## config.mk

```make
export PLATFORM = sky130hd
export DESIGN_NAME = pfsa_flash_end_flat
export DESIGN_NICKNAME = d
export VERILOG_FILES = /design/src/rtl/pfsa_pkg.sv /design/src/rtl/pfsa_if.sv /design/src/rtl/pfsa_flash_end.sv /design/src/flat_wrapper.sv
export VERILOG_INCLUDE_DIRS = /design/src /design/src/rtl
export SDC_FILE = /design/constraint.sdc
export NUM_CORES = 1
export LEC_CHECK = 0
export ABC_AREA = 1
export BUFFER_PORTS_ARGS = -buffer_cell sky130_fd_sc_hd__buf_4
export CORE_UTILIZATION = 55
export DETAILED_ROUTE_END_ITERATION = 16
export PLACE_DENSITY = 0.8
export SETUP_SLACK_MARGIN = 0.02
export SKIP_CTS_REPAIR_TIMING = 1
export SLEW_MARGIN = 10
export SYNTH_ARGS = -nofsm -noshare
export SYNTH_HDL_FRONTEND = slang
export SYNTH_SLANG_ARGS = --single-unit
```

## constraint.sdc

```tcl
create_clock -name CLK -period 19.55 [get_ports CLK]
set_input_delay 0.9775 -clock CLK [delete_from_list [all_inputs] [get_ports CLK]]
set_output_delay 0.9775 -clock CLK [all_outputs]
set_load 0.01 [all_outputs]
```

## src/rtl/pfsa_params.svh

```systemverilog
/*
  Constants of the program flash self-access block: pointer and block
  geometry, unlock keys, control bit positions, timing and host offsets.
  Assumes inclusion by bare name from the flash end and core end design files.
*/
`ifndef PFSA_PARAMS_SVH
`define PFSA_PARAMS_SVH

// Geometry
`define PFSA_BLOCK_BYTES   64
`define PFSA_PTR_W         22
`define PFSA_HOLD_RESET    8'hFF

// Timing: 25 MHz clock, about 2 ms long write
`define PFSA_CLK_KHZ       25000
`define PFSA_LONG_WRITE_US 2000
`define PFSA_LONG_CYCLES   ((`PFSA_LONG_WRITE_US * `PFSA_CLK_KHZ) / 1000)

// Unlock keys
`define PFSA_KEY_FIRST     8'h55
`define PFSA_KEY_SECOND    8'hAA

// Memory control and interrupt register bit positions
`define PFSA_CTRL_PGM      7
`define PFSA_CTRL_CFG      6
`define PFSA_CTRL_ERASE    4
`define PFSA_CTRL_ABORT    3
`define PFSA_CTRL_PERMIT   2
`define PFSA_CTRL_START    1
`define PFSA_IRQ_DONE      0

// Host APB map
`define PFSA_APB_CMD       12'h000
`define PFSA_APB_STAT      12'h004

// Command word fields
`define PFSA_CMD_OP_LSB    0
`define PFSA_CMD_REG_LSB   2
`define PFSA_CMD_MODE_LSB  5
`define PFSA_CMD_DATA_LSB  8

// Status word fields
`define PFSA_STAT_PEND     0
`define PFSA_STAT_STALL    1
`define PFSA_STAT_VALID    2
`define PFSA_STAT_DATA_LSB 8

`endif

```

## src/rtl/pfsa_pkg.sv

```systemverilog
/*
  Types shared by both ends of the program flash self-access link.
  Assumes nothing beyond a SystemVerilog compiler.
*/
package pfsa_pkg;

  typedef enum logic [1:0] {
    PFSA_CMD_RD,
    PFSA_CMD_WT,
    PFSA_CMD_REGWR,
    PFSA_CMD_REGRD
  } pfsa_cmd_t;

  typedef enum logic [2:0] {
    PFSA_REG_PTRL,
    PFSA_REG_PTRH,
    PFSA_REG_PTRU,
    PFSA_REG_LATCH,
    PFSA_REG_CTRL,
    PFSA_REG_KEY,
    PFSA_REG_IRQ
  } pfsa_reg_t;

  typedef enum logic [1:0] {
    PFSA_PTR_KEEP,
    PFSA_PTR_POSTINC,
    PFSA_PTR_POSTDEC,
    PFSA_PTR_PREINC
  } pfsa_mode_t;

  typedef enum logic [1:0] {
    PFSA_ST_IDLE,
    PFSA_ST_RDWAIT,
    PFSA_ST_LONG
  } pfsa_state_t;

endpackage

```

## src/rtl/pfsa_if.sv

```systemverilog
/*
  Link between the core end (table operations, register accesses) and the
  flash end. Assumes both ends run on the same clock.
*/
`timescale 1ns/10ps
`default_nettype none

interface pfsa_if;
  logic                 req;
  pfsa_pkg::pfsa_cmd_t  cmd;
  pfsa_pkg::pfsa_reg_t  rsel;
  pfsa_pkg::pfsa_mode_t mode;
  logic [7:0]           wdata;
  logic                 ready;
  logic                 rvalid;
  logic [7:0]           rdata;
  logic                 busy;

  modport core  (output req, cmd, rsel, mode, wdata, input ready, rvalid, rdata, busy);
  modport flash (input req, cmd, rsel, mode, wdata, output ready, rvalid, rdata, busy);
endinterface

`default_nettype wire

```

## src/rtl/pfsa_flash_end.sv

```systemverilog
/*
  Flash end: table pointer, table latch, memory control, unlock keys,
  holding registers and the timed long write. Assumes a flash array that
  reads a word in the same cycle as its address and ANDs programmed data in.
*/
// Summary of operation
// - Table read fetches one byte into latch
// - Table read variant may update pointer
// - Address bit zero picks high/low byte
// - Erase clears one whole 64-byte block
// - Erase block from pointer bits 21:6
// - Firmware sets select, permit, erase bits first
// - Keys 55h then AAh, then start
// - Start after unlock with erase erases block
// - Core stalls until timer ends long write
// - Firmware clears config select, masks interrupts
// - Programming always covers a 64-byte block
// - One holding register per block byte
// - Table writes touch holding registers only
// - Holding registers FFh after reset, program
// - FFh holding byte leaves flash unchanged
// - On-chip timer sets long write length
// - No self-initiated erase beyond one block
// - Start bit set by software, hardware clears
// - Completion sets done flag until cleared
// - Abort flag on cut-short or improper write
// - Low pointer bits pick holding register
`timescale 1ns/10ps
`default_nettype none
`include "pfsa_params.svh"

module pfsa_flash_end
  import pfsa_pkg::*;
#(
  parameter int BLOCK_BYTES = `PFSA_BLOCK_BYTES,
  parameter int PTR_W       = `PFSA_PTR_W,
  parameter int LONG_CYCLES = `PFSA_LONG_CYCLES
) (
  // Clock, reset, enable
  input  wire logic                     CLK,
  input  wire logic                     RESET,
  input  wire logic                     CE,
  // Core link
  pfsa_if.flash                         core,
  // Flash array
  output logic [PTR_W-2:0]              FL_ADDR,
  input  wire logic [15:0]              FL_RDATA,
  output logic                          FL_ERASE,
  output logic                          FL_PROG,
  output logic [PTR_W-$clog2(BLOCK_BYTES)-1:0] FL_BLOCK,
  output logic [8*BLOCK_BYTES-1:0]      FL_DATA,
  output logic                          FL_BUSY,
  // Completion flag
  output logic                          NVM_DONE
);
  localparam int BLK_LSB = $clog2(BLOCK_BYTES);
  localparam int CNT_W   = $clog2(LONG_CYCLES + 1);

  initial begin
    if ((1 << BLK_LSB) != BLOCK_BYTES || BLK_LSB < 1 || PTR_W <= BLK_LSB + 1 || PTR_W > 24)
      $error("pfsa_flash_end: unsupported block or pointer size");
    if (LONG_CYCLES < 1)
      $error("pfsa_flash_end: long write needs at least one cycle");
  end

  // Only the low PTR_W-1 bits step; the top bit selects the ID space
  function automatic logic [PTR_W-1:0] ptr_step(input logic [PTR_W-1:0] p, input logic up);
    logic [PTR_W-2:0] low;
    low = up ? p[PTR_W-2:0] + 1'b1 : p[PTR_W-2:0] - 1'b1;
    return {p[PTR_W-1], low};
  endfunction

  pfsa_state_t      state_q, state_d;
  logic [PTR_W-1:0] ptr_q, ptr_d;
  logic [7:0]       latch_q, latch_d;
  logic [7:0]       hold_q [BLOCK_BYTES];
  logic [7:0]       hold_d [BLOCK_BYTES];
  logic [1:0]       key_q, key_d;
  logic             erase_q, erase_d;
  logic             permit_q, permit_d;
  logic             start_q, start_d;
  logic             done_q, done_d;
  logic [CNT_W-1:0] cnt_q, cnt_d;
  logic [PTR_W-2:0] addr_q, addr_d;
  logic             hisel_q, hisel_d;
  logic             ferase_q, ferase_d;
  logic             fprog_q, fprog_d;
  logic [PTR_W-BLK_LSB-1:0] blk_q, blk_d;
  logic             rvalid_q, rvalid_d;
  logic [7:0]       rdata_q, rdata_d;
  // Left unreset on purpose so a reset during a long write stays visible
  logic             pgm_q, pgm_d;
  logic             cfg_q, cfg_d;
  logic             abort_q, abort_d;

  logic [PTR_W-1:0] eff;
  logic             accept;

  always_comb begin
    state_d  = state_q;
    ptr_d    = ptr_q;
    latch_d  = latch_q;
    hold_d   = hold_q;
    key_d    = key_q;
    erase_d  = erase_q;
    permit_d = permit_q;
    start_d  = start_q;
    done_d   = done_q;
    cnt_d    = cnt_q;
    addr_d   = addr_q;
    hisel_d  = hisel_q;
    ferase_d = 1'b0;
    fprog_d  = 1'b0;
    blk_d    = blk_q;
    rvalid_d = 1'b0;
    rdata_d  = rdata_q;
    pgm_d    = pgm_q;
    cfg_d    = cfg_q;
    abort_d  = abort_q;
    accept   = core.req && state_q == PFSA_ST_IDLE;
    eff      = (core.mode == PFSA_PTR_PREINC) ? ptr_step(ptr_q, 1'b1) : ptr_q;

    unique case (state_q)
      PFSA_ST_IDLE: begin
        if (accept) begin
          key_d = 2'd0;
          unique case (core.cmd)
            PFSA_CMD_RD: begin
              addr_d  = eff[PTR_W-1:1];
              hisel_d = eff[0];
              state_d = PFSA_ST_RDWAIT;
            end
            PFSA_CMD_WT: begin
              hold_d[eff[BLK_LSB-1:0]] = latch_q;
            end
            PFSA_CMD_REGWR: begin
              unique case (core.rsel)
                PFSA_REG_PTRL:  ptr_d[7:0]  = core.wdata;
                PFSA_REG_PTRH:  ptr_d[15:8] = core.wdata;
                PFSA_REG_PTRU:  ptr_d[PTR_W-1:16] = core.wdata[PTR_W-17:0];
                PFSA_REG_LATCH: latch_d = core.wdata;
                PFSA_REG_KEY: begin
                  // A repeated first key restarts the sequence rather than killing it
                  if (core.wdata == `PFSA_KEY_FIRST)
                    key_d = 2'd1;
                  else if (key_q == 2'd1 && core.wdata == `PFSA_KEY_SECOND)
                    key_d = 2'd2;
                end
                PFSA_REG_IRQ: begin
                  if (!core.wdata[`PFSA_IRQ_DONE])
                    done_d = 1'b0;
                end
                PFSA_REG_CTRL: begin
                  pgm_d    = core.wdata[`PFSA_CTRL_PGM];
                  cfg_d    = core.wdata[`PFSA_CTRL_CFG];
                  erase_d  = core.wdata[`PFSA_CTRL_ERASE];
                  permit_d = core.wdata[`PFSA_CTRL_PERMIT];
                  abort_d  = core.wdata[`PFSA_CTRL_ABORT];
                  // Writing zero to start is ignored
                  if (core.wdata[`PFSA_CTRL_START]) begin
                    if (core.wdata[`PFSA_CTRL_PERMIT] && key_q == 2'd2 &&
                        core.wdata[`PFSA_CTRL_PGM] && !core.wdata[`PFSA_CTRL_CFG]) begin
                      start_d  = 1'b1;
                      abort_d  = 1'b1;
                      state_d  = PFSA_ST_LONG;
                      cnt_d    = CNT_W'(LONG_CYCLES - 1);
                      blk_d    = ptr_q[PTR_W-1:BLK_LSB];
                      ferase_d = core.wdata[`PFSA_CTRL_ERASE];
                      fprog_d  = !core.wdata[`PFSA_CTRL_ERASE];
                    end else begin
                      abort_d = 1'b1;
                    end
                  end
                end
                default: ;
              endcase
            end
            PFSA_CMD_REGRD: begin
              rvalid_d = 1'b1;
              unique case (core.rsel)
                PFSA_REG_PTRL:  rdata_d = ptr_q[7:0];
                PFSA_REG_PTRH:  rdata_d = ptr_q[15:8];
                PFSA_REG_PTRU:  rdata_d = 8'(ptr_q[PTR_W-1:16]);
                PFSA_REG_LATCH: rdata_d = latch_q;
                PFSA_REG_CTRL:  rdata_d = {pgm_q, cfg_q, 1'b0, erase_q, abort_q,
                                           permit_q, start_q, 1'b0};
                PFSA_REG_IRQ:   rdata_d = {7'h00, done_q};
                default:        rdata_d = 8'h00;
              endcase
            end
          endcase
          // Pointer update for table operations
          if (core.cmd == PFSA_CMD_RD || core.cmd == PFSA_CMD_WT) begin
            unique case (core.mode)
              PFSA_PTR_POSTINC: ptr_d = ptr_step(ptr_q, 1'b1);
              PFSA_PTR_POSTDEC: ptr_d = ptr_step(ptr_q, 1'b0);
              PFSA_PTR_PREINC:  ptr_d = eff;
              PFSA_PTR_KEEP:    ptr_d = ptr_q;
            endcase
          end
        end
      end
      PFSA_ST_RDWAIT: begin
        latch_d  = hisel_q ? FL_RDATA[15:8] : FL_RDATA[7:0];
        rdata_d  = latch_d;
        rvalid_d = 1'b1;
        state_d  = PFSA_ST_IDLE;
      end
      PFSA_ST_LONG: begin
        if (cnt_q == '0) begin
          state_d = PFSA_ST_IDLE;
          start_d = 1'b0;
          erase_d = 1'b0;
          abort_d = 1'b0;
          done_d  = 1'b1;
          if (!erase_q) begin
            for (int i = 0; i < BLOCK_BYTES; i++) begin
              hold_d[i] = `PFSA_HOLD_RESET;
            end
          end
        end else begin
          cnt_d = cnt_q - 1'b1;
        end
      end
      default: state_d = PFSA_ST_IDLE;
    endcase
  end

  always_ff @(posedge CLK or posedge RESET) begin
    if (RESET) begin
      state_q  <= PFSA_ST_IDLE;
      ptr_q    <= '0;
      latch_q  <= 8'h00;
      key_q    <= 2'd0;
      erase_q  <= 1'b0;
      permit_q <= 1'b0;
      start_q  <= 1'b0;
      done_q   <= 1'b0;
      cnt_q    <= '0;
      addr_q   <= '0;
      hisel_q  <= 1'b0;
      ferase_q <= 1'b0;
      fprog_q  <= 1'b0;
      blk_q    <= '0;
      rvalid_q <= 1'b0;
      rdata_q  <= 8'h00;
      for (int i = 0; i < BLOCK_BYTES; i++) begin
        hold_q[i] <= `PFSA_HOLD_RESET;
      end
    end else if (CE) begin
      state_q  <= state_d;
      ptr_q    <= ptr_d;
      latch_q  <= latch_d;
      key_q    <= key_d;
      erase_q  <= erase_d;
      permit_q <= permit_d;
      start_q  <= start_d;
      done_q   <= done_d;
      cnt_q    <= cnt_d;
      addr_q   <= addr_d;
      hisel_q  <= hisel_d;
      ferase_q <= ferase_d;
      fprog_q  <= fprog_d;
      blk_q    <= blk_d;
      rvalid_q <= rvalid_d;
      rdata_q  <= rdata_d;
      hold_q   <= hold_d;
    end
  end

  // Selects and abort flag survive reset
  always_ff @(posedge CLK) begin
    if (CE) begin
      pgm_q   <= pgm_d;
      cfg_q   <= cfg_d;
      abort_q <= abort_d;
    end
  end

  // Bytes left at FFh program nothing in the AND-ing array
  for (genvar g = 0; g < BLOCK_BYTES; g++) begin : g_pack
    assign FL_DATA[8*g +: 8] = hold_q[g];
  end

  assign core.ready  = (state_q == PFSA_ST_IDLE);
  assign core.busy   = (state_q == PFSA_ST_LONG);
  assign core.rvalid = rvalid_q;
  assign core.rdata  = rdata_q;
  assign FL_ADDR     = addr_q;
  assign FL_ERASE    = ferase_q;
  assign FL_PROG     = fprog_q;
  assign FL_BLOCK    = blk_q;
  assign FL_BUSY     = core.busy;
  assign NVM_DONE    = done_q;
endmodule

`default_nettype wire

```

## src/flat_wrapper.sv

```systemverilog
// flat-port wrapper written by rule: the top's interface ports become plain ports
module pfsa_flash_end_flat import pfsa_pkg::*;
#(
  parameter int BLOCK_BYTES = `PFSA_BLOCK_BYTES,
  parameter int PTR_W       = `PFSA_PTR_W,
  parameter int LONG_CYCLES = `PFSA_LONG_CYCLES
)
  (CLK, RESET, CE, FL_ADDR, FL_RDATA, FL_ERASE, FL_PROG, FL_BLOCK, FL_DATA, FL_BUSY, NVM_DONE, core_req, core_cmd, core_rsel, core_mode, core_wdata, core_ready, core_rvalid, core_rdata, core_busy);
  pfsa_if core_i ();
  input  wire logic CLK;
  input  wire logic RESET;
  input  wire logic CE;
  output logic [PTR_W-2:0] FL_ADDR;
  input  wire logic [15:0] FL_RDATA;
  output logic FL_ERASE;
  output logic FL_PROG;
  output logic [PTR_W-$clog2(BLOCK_BYTES)-1:0] FL_BLOCK;
  output logic [8*BLOCK_BYTES-1:0] FL_DATA;
  output logic FL_BUSY;
  output logic NVM_DONE;
  input wire logic [$bits(core_i.req)-1:0] core_req;
  input wire logic [$bits(core_i.cmd)-1:0] core_cmd;
  input wire logic [$bits(core_i.rsel)-1:0] core_rsel;
  input wire logic [$bits(core_i.mode)-1:0] core_mode;
  input wire logic [$bits(core_i.wdata)-1:0] core_wdata;
  output wire logic [$bits(core_i.ready)-1:0] core_ready;
  output wire logic [$bits(core_i.rvalid)-1:0] core_rvalid;
  output wire logic [$bits(core_i.rdata)-1:0] core_rdata;
  output wire logic [$bits(core_i.busy)-1:0] core_busy;
  assign core_i.req = core_req;
  assign core_i.cmd = core_cmd;
  assign core_i.rsel = core_rsel;
  assign core_i.mode = core_mode;
  assign core_i.wdata = core_wdata;
  assign core_ready = core_i.ready;
  assign core_rvalid = core_i.rvalid;
  assign core_rdata = core_i.rdata;
  assign core_busy = core_i.busy;
  pfsa_flash_end #(.BLOCK_BYTES(BLOCK_BYTES), .PTR_W(PTR_W), .LONG_CYCLES(LONG_CYCLES)) u_core (.CLK(CLK), .RESET(RESET), .CE(CE), .core(core_i), .FL_ADDR(FL_ADDR), .FL_RDATA(FL_RDATA), .FL_ERASE(FL_ERASE), .FL_PROG(FL_PROG), .FL_BLOCK(FL_BLOCK), .FL_DATA(FL_DATA), .FL_BUSY(FL_BUSY), .NVM_DONE(NVM_DONE));
endmodule
```

Word level (Yosys, flattened, before mapping)
Cells that the tools add are included.
{ "word_totals": {"in_bits": 35, "out_inout_bits": 564, "word_cells": 245, "regBits": 618} }
{ "classes": {"n_mux": 79, "n_reduce_logical": 36, "add_sub_neg": 3, "bitwise_logic": 1, "n_eq_ne": 38, "n_lt_le_gt_ge": 2} }
{ "ops": {"columns": ["cell", "count"], "rows": [
  ["two-way mux 512 bit", 4],
  ["one-hot mux 512 bit (2 select lines)", 1],
  ["bitwise mux 512 bit", 1],
  ["two-way mux 16 bit", 6],
  ["two-way mux 8 bit", 9],
  ["one-hot mux 22 bit (3 select lines)", 1],
  ["demux 8 bit (select 6 bit)", 1],
  ["one-hot mux 8 bit (6 select lines)", 1],
  ["two-way mux 22 bit", 2],
  ["two-way mux 1 bit", 32],
  ["one-hot mux 16 bit (2 select lines)", 1],
  ["one-hot mux 8 bit (2 select lines)", 2],
  ["AND reduction 6 bit", 5],
  ["AND reduction 8 bit", 3],
  ["adder 21 x 1 -> 21 bit (second input constant)", 1],
  ["two-way mux 21 bit", 1],
  ["AND reduction 7 bit", 3],
  ["subtractor 21 x 1 -> 21 bit (second input constant)", 1],
  ["two-way mux 2 bit", 9],
  ["inequality test 2 x 1 -> 1 bit (second input constant)", 9],
  ["logical NOT 16 bit", 1],
  ["subtractor 16 x 1 -> 16 bit (second input constant)", 1],
  ["inequality test 2 bit (second input constant)", 7],
  ["equality test 2 bit (second input constant)", 6],
  ["24 further kinds", 51]
]} }

Longest topological paths before layout
{ "logic_depth": {"word_depth": 11, "mapped_depth": 13, "mapped_depth_nobuf": 12} }

Worst setup path before layout
OpenSTA, ideal clock, no wires.
{ "synth_path": {"kind": "input port to flip-flop", "startpoint": "input core_mode[0]", "endpoint": "register u_core.hold_q (netlist bit u_core.FL_DATA[160])", "setup_ns": 0.076, "arrival_time_ns": 2.755, "t_required_ns": 19.474, "stages": 12, "n_path_buf": 2, "path_slack_ns": 16.719, "cell_sequence": "nand2_2 inv_2 buf_2 clkbuf_1 ha_1 inv_2 nor2_2 nand4_1 nand2_2 nand2_2 nand2_1 nand2_1"} }
{ "synth_between": {"elab_chain_cells": 11, "word_cells_on_any_way": 12, "classes_between": "order compare (2); eq/ne (1); mux (7); bitwise (1); reduce/logical (1)"} }
{ "synth_lines": {"columns": ["item", "line_no", "source"], "rows": [
  ["from (decl)", "flat_wrapper.sv:24", "input wire logic [$bits(core_i.mode)-1:0] core_mode;"],
  ["equality test 2 bit (*)", "pfsa_flash_end.sv:121", "eff = (core.mode == PFSA_PTR_PREINC) ? ptr_step(ptr_q, 1'b1) : ptr_q;"],
  ["two-way mux 21 bit (*)", "pfsa_flash_end.sv:121", null],
  ["NOT 6 -> 7 bit (implied by the code) (*)", "pfsa_flash_end.sv:134", "hold_d[eff[BLK_LSB-1:0]] = latch_q;"],
  ["greater-or-equal comparator 7 bit (implied by the code) / < comparator 7 x 1 -> 1 bit (equally long branches)", "pfsa_flash_end.sv:134", null],
  ["logical AND 1 bit (implied by the code)", "pfsa_flash_end.sv:134", null],
  ["two-way mux 8 bit (implied by the code)", "pfsa_flash_end.sv:134", null],
  ["demux 8 bit (select 6 bit) (*)", "pfsa_flash_end.sv:134", null],
  ["bitwise mux 512 bit (*)", "pfsa_flash_end.sv:134", null],
  ["two-way mux 512 bit (*)", "pfsa_flash_end.sv:127", "unique case (core.cmd)"],
  ["two-way mux 512 bit (*)", "pfsa_flash_end.sv:125", "if (accept) begin"],
  ["one-hot mux 512 bit (2 select lines) (*)", "pfsa_flash_end.sv:123", "unique case (state_q)"],
  ["to (signal, indexed assignment)", "pfsa_flash_end.sv:248", "hold_q[i] <= `PFSA_HOLD_RESET;"],
  ["to (signal assigned)", "pfsa_flash_end.sv:267", "hold_q <= hold_d;"],
  ["to (decl)", "pfsa_flash_end.sv:76", "logic [7:0] hold_q [BLOCK_BYTES];"]
]} }
Every way passes the cells marked *; elsewhere a longest branch is shown, timed or not. The select of a mux whose other input is x is not followed.
A chain may end at the register's enable or synchronous reset.

Worst setup path in the final report
{ "layout_path": {"startpoint": "register u_core.cnt_q[0]", "endpoint": "register u_core.hold_q (netlist bit u_core.FL_DATA[263])"} }
{ "layout_between": {"elab_chain_cells": 3} }
{ "layout_lines": {"columns": ["item", "line_no", "source"], "rows": [
  ["from (decl)", "pfsa_flash_end.sv:83", "logic [CNT_W-1:0] cnt_q, cnt_d;"],
  ["from (signal assigned)", "pfsa_flash_end.sv:259", "cnt_q <= cnt_d;"],
  ["logical NOT 16 bit", "pfsa_flash_end.sv:210", "if (cnt_q == '0) begin"],
  ["inequality test 2 x 1 -> 1 bit (no line)", null, null],
  ["AND reduction 6 bit (no line)", null, null]
]} }
No other way between the ends.

==> impl_metrics.py <==
metrics = {
    "clock_network": {
        "h-tree-depth": 3,
        "clk_path_buf_depth": 3,
        "cts.sinks": 618,
        "cts_made_buffers": 66,
        "clkTransAtPathRegs_ns": 0.06,
        "tritoncts": "done",
        "cts-root-buf": "clkbuf_16",
        "insertion_delay_ns": 0.62,
    },
    "cells_and_area": {
        "drive_gt1_share_pct": 35.6,
        "final_cell_area_mm2": 0.0356,
        "layout.cells.non_filler": 4633,
        "fill_cells": 4057,
        "insertedDiodeCount": 0,
        "area_growth_pct": 24.2,
        "nets": 3938,
        "fin_util_pct": 69.2,
    },
    "sta": {
        "max_freq_ghz": 0.229,
        "slew_headroom_pct": 1.58,
        "timing.hold.ws_ns": 0.460,
        "period_minus_slack_ns": 4.37,
        "worst_slack_ns": 15.18,
        "slew_violations": 0,
        "finalSetupViolations": 0,
        "finalHoldViolations": 0,
        "setup-tns-final_ns": 0,
        "clock_skew_ns": 0.0204,
        "min_period_over_period_pct": 22.3,
        "worst_pin_slew_ns": 1.48,
        "grt_setup_unrepaired": "false",
    },
    "synth": {
        "syn_nets": 3434,
        "mappedNetlistArea_mm2": 0.0286,
        "syn_avg_cell_area_um2": 8.43,
        "yosysWarnings": 0,
        "syn_inst": 3395,
        "synth_seq_cells": 618,
        "ys_seq_area_share_pct": 56.3,
        "yosysUniqueCellTypes": 41,
    },
    "global_route": {
        "grt_max_degree": 227,
        "antenna_found_initial": 0,
        "grt_pass1_wl_um": 146000,
        "met3_usage_pct": 8.13,
        "grt_pass1_vias": 24650,
        "grt.busiest_layer": "met2",
        "grt_overflow": 0,
        "grt_use_met1_pct": 47.3,
        "grt.total_usage_pct": 35.6,
        "met2_usage_pct": 55.4,
    },
    "critical_path": {
        "startpoint_type": "flip-flop",
        "cp_data_required_time_ns": 20.08,
        "cp.arrival_ns": 4.90,
        "end_kind": "flip-flop",
        "reg2reg_to": "u_core.FL_DATA[263]$_DFFE_PP1P_",
        "r2r_start": "u_core.cnt_q[0]$_DFFE_PP0P_",
        "worst-setup-path-type": "reg2reg",
        "r2r_slack_ns": 15.18,
        "path_max_fanout": 210,
        "crit_start": "u_core.cnt_q[0]$_DFFE_PP0P_",
        "reg2reg_depth": 14,
    },
    "route": {
        "route.detailed.drc": 0,
        "wl_per_cell_um": 20.7,
        "vias": 26693,
        "first_iter_violations": 2725,
        "wirelength_um": 96000,
        "vias_per_cell": 5.76,
        "drt-pass1-iter-count": 6,
        "ant_nets": 0,
    },
    "flow_run": {
        "maxCapViolations": 0,
    },
    "die": {
        "die_area_mm2": 0.0530,
        "core_mm2": 0.0514,
        "io_pins": 599,
        "start_util_pct": 55.7,
        "die_x_um": 230,
        "die_y_um": 230,
        "fp-row-count": 83,
    },
    "min_path": {
        "worstHoldPathType": "reg2reg",
        "holdCritStartpoint": "u_core.FL_DATA[113]$_DFFE_PP1P_",
        "min_delay_path_depth": 2,
        "worstHoldEndpoint": "u_core.FL_DATA[113]$_DFFE_PP1P_",
    },
    "place": {
        "gp_congestion": 0.969,
        "placed_area_mm2": 0.0334,
        "dp_cells": 4511,
        "portBuffers": 598,
        "dp_hpwl_um": 61200,
        "pre_cts_ws_ns": 15.17,
    },
    "pwr": {
        "peakVddDrop_mv": 0.114,
        "p_leak_nw": 17.7,
        "cellPowerDensity_mw_per_mm2": 186,
        "total_power_mw": 6.62,
    },
    "run_status": {
        "outcome": "finished, final reports clean",
    },
}
==> logic make-up (layout without fill, tap and decap cells) <==
family,count (synthesis),in the layout,synth area share (%)
AO/OA/AOI/OAI,185,185,3.66
adder cells (fa/ha/maj),4,4,0.175
buffers and inverters,272,830,4.20
flip-flops,618,618,56.3
multiplexers,1,1,0.0393
XOR/XNOR,17,17,0.520
AND/OR/NAND/NOR,2298,2298,35.1
==> metal layers <==
metal | vias to the layer above | share of wire [%]
li1 | 12125 | -
met1 | 12842 | 39
met2 | 1455 | 47
met3 | 271 | 9.9
met4 | 0 | 4.8
met5 | - | 0
==> power by group <==
part | switching, mW | internal (mW) | total, mW
Combinational | 1.85 | 0.973 | 2.82
Sequential | 0.391 | 2.14 | 2.54
Clock | 0.540 | 0.724 | 1.26
==> state kept, by name (all words and copies together), names as in the netlist, 2 cells and up <==
name / cells
u_core.FL_BLOCK: 16
u_core.cnt_q: 16
u_core.FL_ADDR: 21
u_core.core.rdata: 8
u_core.FL_DATA: 512
u_core.state_q: 2
u_core.ptr_q: 22
u_core.latch_q: 8
u_core.key_q: 2
==> worst max path at each step <==
stage          slack, ns  cells past startpoint                              end
6_report           15.18                     14  u_core.FL_DATA[263]$_DFFE_PP1P_
5_1_grt            15.02                     14  u_core.FL_DATA[261]$_DFFE_PP1P_
4_1_cts            15.39                     14  u_core.FL_DATA[263]$_DFFE_PP1P_
3_5_place_dp       15.17                     10  u_core.FL_DATA[258]$_DFFE_PP1P_
3_3_place_gp       15.17                     10  u_core.FL_DATA[258]$_DFFE_PP1P_
2_1_floorplan       2.20                      1    u_core.FL_ADDR[0]$_DFFE_PP0P_
==> cell usage in the layout (no fill, tap or decap), drive strengths merged, types with 5 or more instances in the layout <==
cell       n
buf      615
nand2   1438
o211ai     6
or2        5
inv       97
nor2     158
o21ai    104
clkbuf    99
a22oi      6
nor3      11
dfstp    512
o22ai      7
xor2      13
a31oi      9
clkinv    17
o21a       6
a21oi     38
nand3    606
nand4     79
dfrtp    103
==> critical path, cell delays in order, from the launching register on <==
cell	delay (ns)
dfrtp_1	0.39
inv_1	0.14
ha_1	0.19
nand2_1	0.11
nor2_1	0.17
nand2_1	0.11
nand2_2	0.11
nand2_2	0.09
nor2_4	0.14
buf_4	0.48
buf_12	0.70
buf_4	0.89
nand2_2	0.26
nand2_1	0.15
nand2_1	0.07
==> Yosys cell counts <==
cell type | instances | area, um2
buf_4 | 9 | 67.6
dfrtp_1 | 103 | 2580
a21oi_4 | 1 | 16.3
xnor2_1 | 4 | 35.0
nand2_4 | 9 | 101
buf_2 | 93 | 465
or2_2 | 5 | 31.3
o211ai_1 | 6 | 45.0
o21a_1 | 6 | 45.0
buf_6 | 4 | 45.0
nor2_2 | 7 | 43.8
xor2_1 | 13 | 114
inv_2 | 8 | 30.0
a31oi_1 | 9 | 56.3
nand4_1 | 79 | 494
a22oi_1 | 6 | 45.0
nor3b_1 | 1 | 7.51
a2bb2oi_1 | 3 | 26.3
mux2_2 | 1 | 11.3
clkinv_1 | 2 | 7.51
o21ai_1 | 5 | 25.0
inv_1 | 83 | 312
o41ai_1 | 2 | 17.5
nand2_1 | 1307 | 4910
a21oi_2 | 1 | 8.76
nor2_4 | 6 | 67.6
nand3_1 | 606 | 3030
o221ai_1 | 2 | 17.5
dfstp_2 | 512 | 13500
a21oi_1 | 36 | 180
ha_1 | 4 | 50.1
edfxtp_1 | 3 | 90.1
nor2_1 | 145 | 544
clkbuf_1 | 72 | 270
buf_1 | 1 | 3.75
o22ai_1 | 7 | 43.8
o21ai_2 | 2 | 17.5
nor3_1 | 11 | 55.1
o21ai_0 | 97 | 485
a22o_1 | 2 | 17.5
nand2_2 | 122 | 763
==> cell type report <==
cell class / instances / area, um2 / area share (%)
clock buffers: 99 / 1990 / 5.59
repair buffers: 615 / 4650 / 13.1
inverters: 93 / 359 / 1.01
multi-input cells: 2505 / 11400 / 32.0
clock inverters: 23 / 190 / 0.535
well taps: 680 / 851 / 2.39
flip-flops and latches: 618 / 16100 / 45.3
Power figures use the tool's default switching activity.
